--- src/dcps_pkg.sv ---
// package for the dual-slot card power select block: types, register map, reset values
package dcps_pkg;

  // supply output switch group, one-hot while powered
  typedef struct packed {
    logic ground;  // discharge switch, 0 V
    logic low;     // 3 V switch
    logic high;    // 5 V switch
  } dcps_supply_sw_t;

  // programming output switch group, at most one closed
  typedef struct packed {
    logic ground;  // discharge switch, 0 V
    logic follow;  // tie to the slot's own switched supply
    logic prog;    // 12 V switch
  } dcps_prog_sw_t;

  // all switch settings of one slot
  typedef struct packed {
    dcps_supply_sw_t supply;
    dcps_prog_sw_t prog;
  } dcps_slot_sw_t;

  // select pins of one slot, supply selects active low
  typedef struct packed {
    logic lowRailSelN;
    logic highRailSelN;
    logic [1:0] progVoltageSel;  // {program, follow}
  } dcps_slot_sel_t;

  localparam int DCPS_PROG_BIT = 1;
  localparam int DCPS_FOLLOW_BIT = 0;

  // overcurrent sense / event bit positions
  localparam int DCPS_OC_A_SUPPLY = 0;
  localparam int DCPS_OC_A_PROG = 1;
  localparam int DCPS_OC_B_SUPPLY = 2;
  localparam int DCPS_OC_B_PROG = 3;
  localparam int DCPS_EV_POWER_DOWN = 4;
  localparam int DCPS_EV_WIDTH = 5;

  // register byte offsets
  localparam logic [11:0] DCPS_OFS_STATUS = 12'h000;
  localparam logic [11:0] DCPS_OFS_EVENT = 12'h004;
  localparam logic [11:0] DCPS_OFS_MASK = 12'h008;
  localparam logic [11:0] DCPS_OFS_CONTROL = 12'h00C;

  // control register fields
  localparam int DCPS_CTRL_SOFT_OFF = 0;

  // status register fields
  localparam int DCPS_STAT_A_SW_LSB = 0;   // 6 bits of slot a switches
  localparam int DCPS_STAT_B_SW_LSB = 8;   // 6 bits of slot b switches
  localparam int DCPS_STAT_OC_LSB = 16;    // 4 live overcurrent bits
  localparam int DCPS_STAT_OFF = 20;       // block in low quiescent state

  // reset values
  localparam logic [DCPS_EV_WIDTH-1:0] DCPS_EVENT_RESET = 5'h00;
  localparam logic [DCPS_EV_WIDTH-1:0] DCPS_MASK_RESET = 5'h00;
  localparam logic DCPS_SOFT_OFF_RESET = 1'b0;
  localparam dcps_slot_sw_t DCPS_SW_RESET = 6'h00;

endpackage

--- src/dcps_slot_decode.sv ---
// switch decode for one card slot
`timescale 1ns/1ps
module dcps_slot_decode (
  input wire logic enable,
  input wire dcps_pkg::dcps_slot_sel_t sel,
  output dcps_pkg::dcps_slot_sw_t sw
);
  import dcps_pkg::*;

  // pure decode of the current pins, nothing stored here
  always_comb begin
    sw = '0;
    if (enable) begin
      // supply pair is active low: 01 -> 3 V, 10 -> 5 V, 00 and 11 ground
      unique case ({sel.lowRailSelN, sel.highRailSelN})
        2'b01: sw.supply.low = 1'b1;
        2'b10: sw.supply.high = 1'b1;
        default: sw.supply.ground = 1'b1;
      endcase
      // reserved code leaves every programming switch open so the pin floats
      unique case (sel.progVoltageSel)
        2'b10: sw.prog.prog = 1'b1;
        2'b01: sw.prog.follow = 1'b1;
        2'b00: sw.prog.ground = 1'b1;
        default: sw.prog = '0;
      endcase
    end
  end

endmodule

--- src/dcps_power_select.sv ---
// top of the dual-slot card power select block with its register slave
//
// Overview of operation
// - supply selects of both slots are active low at the device; the controller model takes active-high enables.
// - supply codes 00 and 11 close only the ground switch, 0 V out.
// - programming code program=1, follow=0 closes only the 12 V switch.
// - programming code program=0, follow=1 ties programming output to slot supply.
// - programming code 00 grounds the output; code 11 opens every programming switch.
// - power-down low opens every switch of both slots and enters low quiescent state.
// - one shared active-low overcurrent flag for any output of either slot.
`timescale 1ns/1ps
module dcps_power_select (
  input wire logic clock,
  input wire logic rst,
  input wire logic powerDownN,
  input wire dcps_pkg::dcps_slot_sel_t slotASel,
  input wire dcps_pkg::dcps_slot_sel_t slotBSel,
  input wire logic [3:0] overcurrentSense,
  input wire logic psel,
  input wire logic penable,
  input wire logic pwrite,
  input wire logic [11:0] paddr,
  input wire logic [31:0] pwdata,
  output dcps_pkg::dcps_slot_sw_t slotASw,
  output dcps_pkg::dcps_slot_sw_t slotBSw,
  output logic overcurrentFlagN,
  output logic quiescent,
  output logic irq,
  output logic pready,
  output logic pslverr,
  output logic [31:0] prdata
);
  import dcps_pkg::*;

  // register state
  logic softOff;
  logic [DCPS_EV_WIDTH-1:0] eventStatus;
  logic [DCPS_EV_WIDTH-1:0] eventMask;
  logic [3:0] ocPrev;
  logic offPrev;
  logic [DCPS_EV_WIDTH-1:0] eventReadSnap;

  // decode and bus helpers, all combinational
  logic switchesOn;
  logic [DCPS_EV_WIDTH-1:0] eventSet;
  logic accessStart;
  logic accessDone;
  logic mapped;
  logic [31:0] readValue;
  dcps_slot_sw_t next_slotASw;
  dcps_slot_sw_t next_slotBSw;

  // address decode for the error response
  function automatic logic isMapped(input logic [11:0] addr);
    isMapped = (addr == DCPS_OFS_STATUS) || (addr == DCPS_OFS_EVENT) ||
               (addr == DCPS_OFS_MASK) || (addr == DCPS_OFS_CONTROL);
  endfunction

  // the one read that clears events; snapshot and clear must agree on it
  function automatic logic isEventRead(input logic writeDir, input logic [11:0] addr);
    isEventRead = !writeDir && (addr == DCPS_OFS_EVENT);
  endfunction

  // software can force the same off state as the pin, never override it
  assign switchesOn = powerDownN & ~softOff;

  // one decoder per slot; both see the same enable so shutdown is common
  dcps_slot_decode slotADecode (
    .enable(switchesOn),
    .sel(slotASel),
    .sw(next_slotASw)
  );

  dcps_slot_decode slotBDecode (
    .enable(switchesOn),
    .sel(slotBSel),
    .sw(next_slotBSw)
  );

  // switch drives registered once so every output comes from a flop;
  // cost is one clock of lag, far below any analog switching time
  always_ff @(posedge clock) begin
    if (rst) begin
      slotASw <= DCPS_SW_RESET;
      slotBSw <= DCPS_SW_RESET;
    end else begin
      slotASw <= next_slotASw;
      slotBSw <= next_slotBSw;
    end
  end

  // low quiescent indication follows the same enable as the switches,
  // so it never disagrees with the switch outputs by a cycle
  always_ff @(posedge clock) begin
    if (rst) begin
      quiescent <= 1'b0;
    end else begin
      quiescent <= ~switchesOn;
    end
  end

  // shared flag is low while any output limits current
  // it follows the sense lines even with switches open, so a stuck limit stays visible
  always_ff @(posedge clock) begin
    if (rst) begin
      overcurrentFlagN <= 1'b1;
    end else begin
      overcurrentFlagN <= ~(|overcurrentSense);
    end
  end

  // edge history for event detection
  // offPrev resets low so a pin already low at reset release still logs an off event
  always_ff @(posedge clock) begin
    if (rst) begin
      ocPrev <= 4'h0;
      offPrev <= 1'b0;
    end else begin
      ocPrev <= overcurrentSense;
      offPrev <= ~switchesOn;
    end
  end

  // new overcurrent on any output, and entry into the off state
  // a lasting overcurrent raises its event once; live levels are in status
  assign eventSet = {~switchesOn & ~offPrev, overcurrentSense & ~ocPrev};

  // apb handshake: one wait state, answer on the second access cycle
  assign accessStart = psel & penable & ~pready;
  assign accessDone = psel & penable & pready;
  assign mapped = isMapped(paddr);

  // read mux; reserved bits read zero
  // status shows the registered switches, i.e. what the outputs drive now
  always_comb begin
    readValue = 32'h0000_0000;
    unique case (paddr)
      DCPS_OFS_STATUS: begin
        readValue[DCPS_STAT_A_SW_LSB +: 6] = slotASw;
        readValue[DCPS_STAT_B_SW_LSB +: 6] = slotBSw;
        readValue[DCPS_STAT_OC_LSB +: 4] = overcurrentSense;
        readValue[DCPS_STAT_OFF] = quiescent;
      end
      DCPS_OFS_EVENT: readValue[DCPS_EV_WIDTH-1:0] = eventStatus;
      DCPS_OFS_MASK: readValue[DCPS_EV_WIDTH-1:0] = eventMask;
      DCPS_OFS_CONTROL: readValue[DCPS_CTRL_SOFT_OFF] = softOff;
      default: readValue = 32'h0000_0000;
    endcase
  end

  // ready and error are set up in the first access cycle, so the
  // access phase is always exactly two cycles long
  always_ff @(posedge clock) begin
    if (rst) begin
      pready <= 1'b0;
      pslverr <= 1'b0;
    end else begin
      pready <= accessStart;
      pslverr <= accessStart & ~mapped;
    end
  end

  // read data captured at the same edge and held until the next read
  always_ff @(posedge clock) begin
    if (rst) begin
      prdata <= 32'h0000_0000;
    end else if (accessStart && !pwrite) begin
      prdata <= readValue;
    end
  end

  // remember exactly which event bits the reader was shown
  always_ff @(posedge clock) begin
    if (rst) begin
      eventReadSnap <= DCPS_EVENT_RESET;
    end else if (accessStart) begin
      eventReadSnap <= isEventRead(pwrite, paddr) ? eventStatus : DCPS_EVENT_RESET;
    end
  end

  // sticky events; read clears only bits already returned, so a bit
  // raised during the read survives, and a fresh set beats the clear
  always_ff @(posedge clock) begin
    if (rst) begin
      eventStatus <= DCPS_EVENT_RESET;
    end else if (accessDone && isEventRead(pwrite, paddr)) begin
      eventStatus <= (eventStatus & ~eventReadSnap) | eventSet;
    end else begin
      eventStatus <= eventStatus | eventSet;
    end
  end

  // interrupt mask, written at the completing edge only
  always_ff @(posedge clock) begin
    if (rst) begin
      eventMask <= DCPS_MASK_RESET;
    end else if (accessDone && pwrite && paddr == DCPS_OFS_MASK) begin
      eventMask <= pwdata[DCPS_EV_WIDTH-1:0];
    end
  end

  // soft off acts like the pin going low; it cannot undo a low pin
  // and takes effect at the completing edge only
  always_ff @(posedge clock) begin
    if (rst) begin
      softOff <= DCPS_SOFT_OFF_RESET;
    end else if (accessDone && pwrite && paddr == DCPS_OFS_CONTROL) begin
      softOff <= pwdata[DCPS_CTRL_SOFT_OFF];
    end
  end

  // level interrupt, lags the status register by one clock
  // masked events still stick, so unmasking later raises the line at once
  always_ff @(posedge clock) begin
    if (rst) begin
      irq <= 1'b0;
    end else begin
      irq <= |(eventStatus & eventMask);
    end
  end

endmodule

--- config.mk ---
export PLATFORM = sky130hd
export DESIGN_NAME = dcps_power_select
export DESIGN_NICKNAME = d
export VERILOG_FILES = /design/src/dcps_pkg.sv /design/src/dcps_slot_decode.sv /design/src/dcps_power_select.sv
export SDC_FILE = /design/constraint.sdc
export NUM_CORES = 1
export LEC_CHECK = 0
export BUFFER_PORTS_ARGS = -buffer_cell sky130_fd_sc_hd__buf_2
export CELL_PAD_IN_SITES_DETAIL_PLACEMENT = 1
export CELL_PAD_IN_SITES_GLOBAL_PLACEMENT = 2
export CORE_MARGIN = 3
export CORE_UTILIZATION = 27
export DETAILED_ROUTE_END_ITERATION = 7
export PLACE_DENSITY_LB_ADDON = 0.15
export SETUP_SLACK_MARGIN = 0.1
export SYNTH_ARGS = -nofsm -noshare
export SYNTH_HDL_FRONTEND = slang
export SYNTH_SLANG_ARGS = --single-unit
export TNS_END_PERCENT = 50
--- constraint.sdc ---
create_clock -name clock -period 3.85 [get_ports clock]
set_input_delay 0.5775 -clock clock [delete_from_list [all_inputs] [get_ports clock]]
set_output_delay 0.5775 -clock clock [all_outputs]
set_load 0.05 [all_outputs]
==> out/results.tsv <==
metric	value	unit
outcome	completed	
grt_usage	13.04	%
clock_latency	0.30	ns
dr_total_vias	1716	
synth-edff-count	0	
clock_path_buffers	2	
fin_setup_tns	0	ns
post-route-drc-count	0	
fin_worst_skew	0.006642	ns
stdcell_area	2634	µm²
worstPathMaxFanout	14	
critPathLaunchType	primary input	
numPortBuffers	68	
grt_max_degree	24	
core	7486	µm²
yosys.cell_types.count	37	
rsz0062_at_grt	false	
slew_headroom	42.59	%
avgSynthCellArea	10.36	µm²
boundaryPins	111	
rows	31	
final_util	35.18	%
syn-cell-area	2156	µm²
hold_class	primary input to flop	
antenna_found_initial	0	
cap_violations	0	
powerDensity	393.8	nW/µm²
synthFlopType	dfxtp_1	
drive_gt1_share	30.69	%
place_ws	1.506	ns
worstSetupEndpointType	flop	
die_h	95.36	µm
path_cells	buf_2 > nor4_1 > nand4_1 > nor3_2 > a22o_1	
clock_sinks	54	
cts_setup_buffers	0	
drt-total-wl	5712	µm
final-setup-viol-count	0	
clkTransAtPathRegs	0.09	ns
overflow	0	
synth_seq_cells	54	
syn_inst	208	
die_w	95.36	µm
syn2layout_area_growth	22.17	%
drt-pass1-iter-count	4	
ctsHoldBuffers	0	
dp_hpwl	4425	µm
vias_per_cell	4.564	
async_reset_ff_share	0	%
place_area	2539	µm²
drtIter0Drc	41	
required	4.09	ns
htree_levels	2	
min_period	2.026	ns
yosysTopAreaCell	dfxtp_1	
grt_pass1_vias	1800	
leakage	0.001216	µW
arrival	2.27	ns
hold_ws	0.4593	ns
die_area	9093	µm²
drv_slew	0	
max_slew.worst_pin.slew	0.8565	ns
start_util	28.80	%
antenna_cells	0	
synth_top_area_share	50.15	%
seq_area_frac_synth	50.15	%
cp_slowest_cell	nor3_2	
tritoncts	yes	
max_freq	493.5	MHz
hold_viol	0	
ys_warn_count	0	
critPathMaxStageDelay	0.70	ns
wire_per_inst	15.19	µm
criticalPathCategory	primary input to flop	
peakVddDrop	0.1388	mV
grt_pass1_wl	9032	µm
num-nets-final	342	
synth_most_common_cell	dfxtp_1	
drtAntennaViolNets	0	
cp_top_family	simple AND/OR/NAND/NOR gates	
globalplace.congestion	0.7202	
cts_made_buffers	5	
final.period_utilization	52.63	%
cts-resized-gates	0	
netlist_top_cells_count	54 x dfxtp_1, 21 x a22o_1, 16 x buf_4, 16 x nand2_1, 14 x nor2b_1	
synthTopCellsByArea	dfxtp_1 50%, a22o_1 8.5%, buf_4 5.6%	
clockRootBuffer	clkbuf_8	
setup_slack	1.824	ns
critPathBufInv	1	
-- stage by stage --
step / total power (µW) / cells
finish: 1037 / 376
global route: 1089 / 376
CTS: 1055 / 376
detailed placement: 727.0 / 368
global placement: 724.9 / 368
floorplan: 691.5 / 222
-- routing by layer --
metal | part of all wire, % | track usage [%]
met5 | 0 | 0
met4 | 1.2 | 4.567
met3 | 5.9 | 3.315
met2 | 48 | 21.46
met1 | 45 | 16.48
-- layout by cell type, fill, tap and decap left out, types with 5 or more instances in the layout --
| cell | count |
|---|---|
| nor2b_1 | 14 |
| o21ai_0 | 9 |
| mux2i_1 | 9 |
| and3_1 | 6 |
| buf_2 | 68 |
| inv_1 | 5 |
| nor2_1 | 10 |
| conb_1 | 15 |
| clkbuf_8 | 6 |
| dfxtp_1 | 54 |
| a22o_1 | 21 |
| nand2_1 | 16 |
-- logic make-up after synthesis --
family	synth area share (%)
buffers and inverters	7.778
AND/OR/NAND/NOR	19.56
adder cells (fa/ha/maj)	2.322
flip-flops	50.15
AO/OA/AOI/OAI	14.80
multiplexers	5.224
other	0.1739
-- area by class of cell --
| type | instances | area [µm²] |
|---|---|---|
| Multi-Input combinational cell | 140 | 959.7 |
| Tap cell | 99 | 123.9 |
| Sequential cell | 54 | 1081 |
| Clock inverter | 2 | 12.51 |
| Clock buffer | 6 | 82.58 |
| Timing Repair Buffer | 70 | 355.3 |
| Inverter | 5 | 18.77 |
| Fill cell | 903 | 4852 |
-- sequential cells by signal, summed over array words and instances (netlist names) --
signal            count
slotASw               6
slotBSw               6
pslverr               1
irq                   1
pready                1
prdata               17
eventStatus           5
eventReadSnap         5
offPrev               1
softOff               1
overcurrentFlagN      1
eventMask             5
ocPrev                4
-- power breakdown --
part	switching, µW	internal (µW)
Combinational	98.6	34.2
Clock	180	145
Sequential	9.07	570
-- worst paths after layout --
kind,slack [ns],depth (start not counted),end,from
max,1.82,5,prdata[13],rst
min,0.46,2,slotASw[0],slotASel[0]
max reg2reg,2.08,4,prdata[13],pready
min reg2reg,0.47,1,prdata[11],slotBSw[3]
Power figures use the tool's default switching activity.
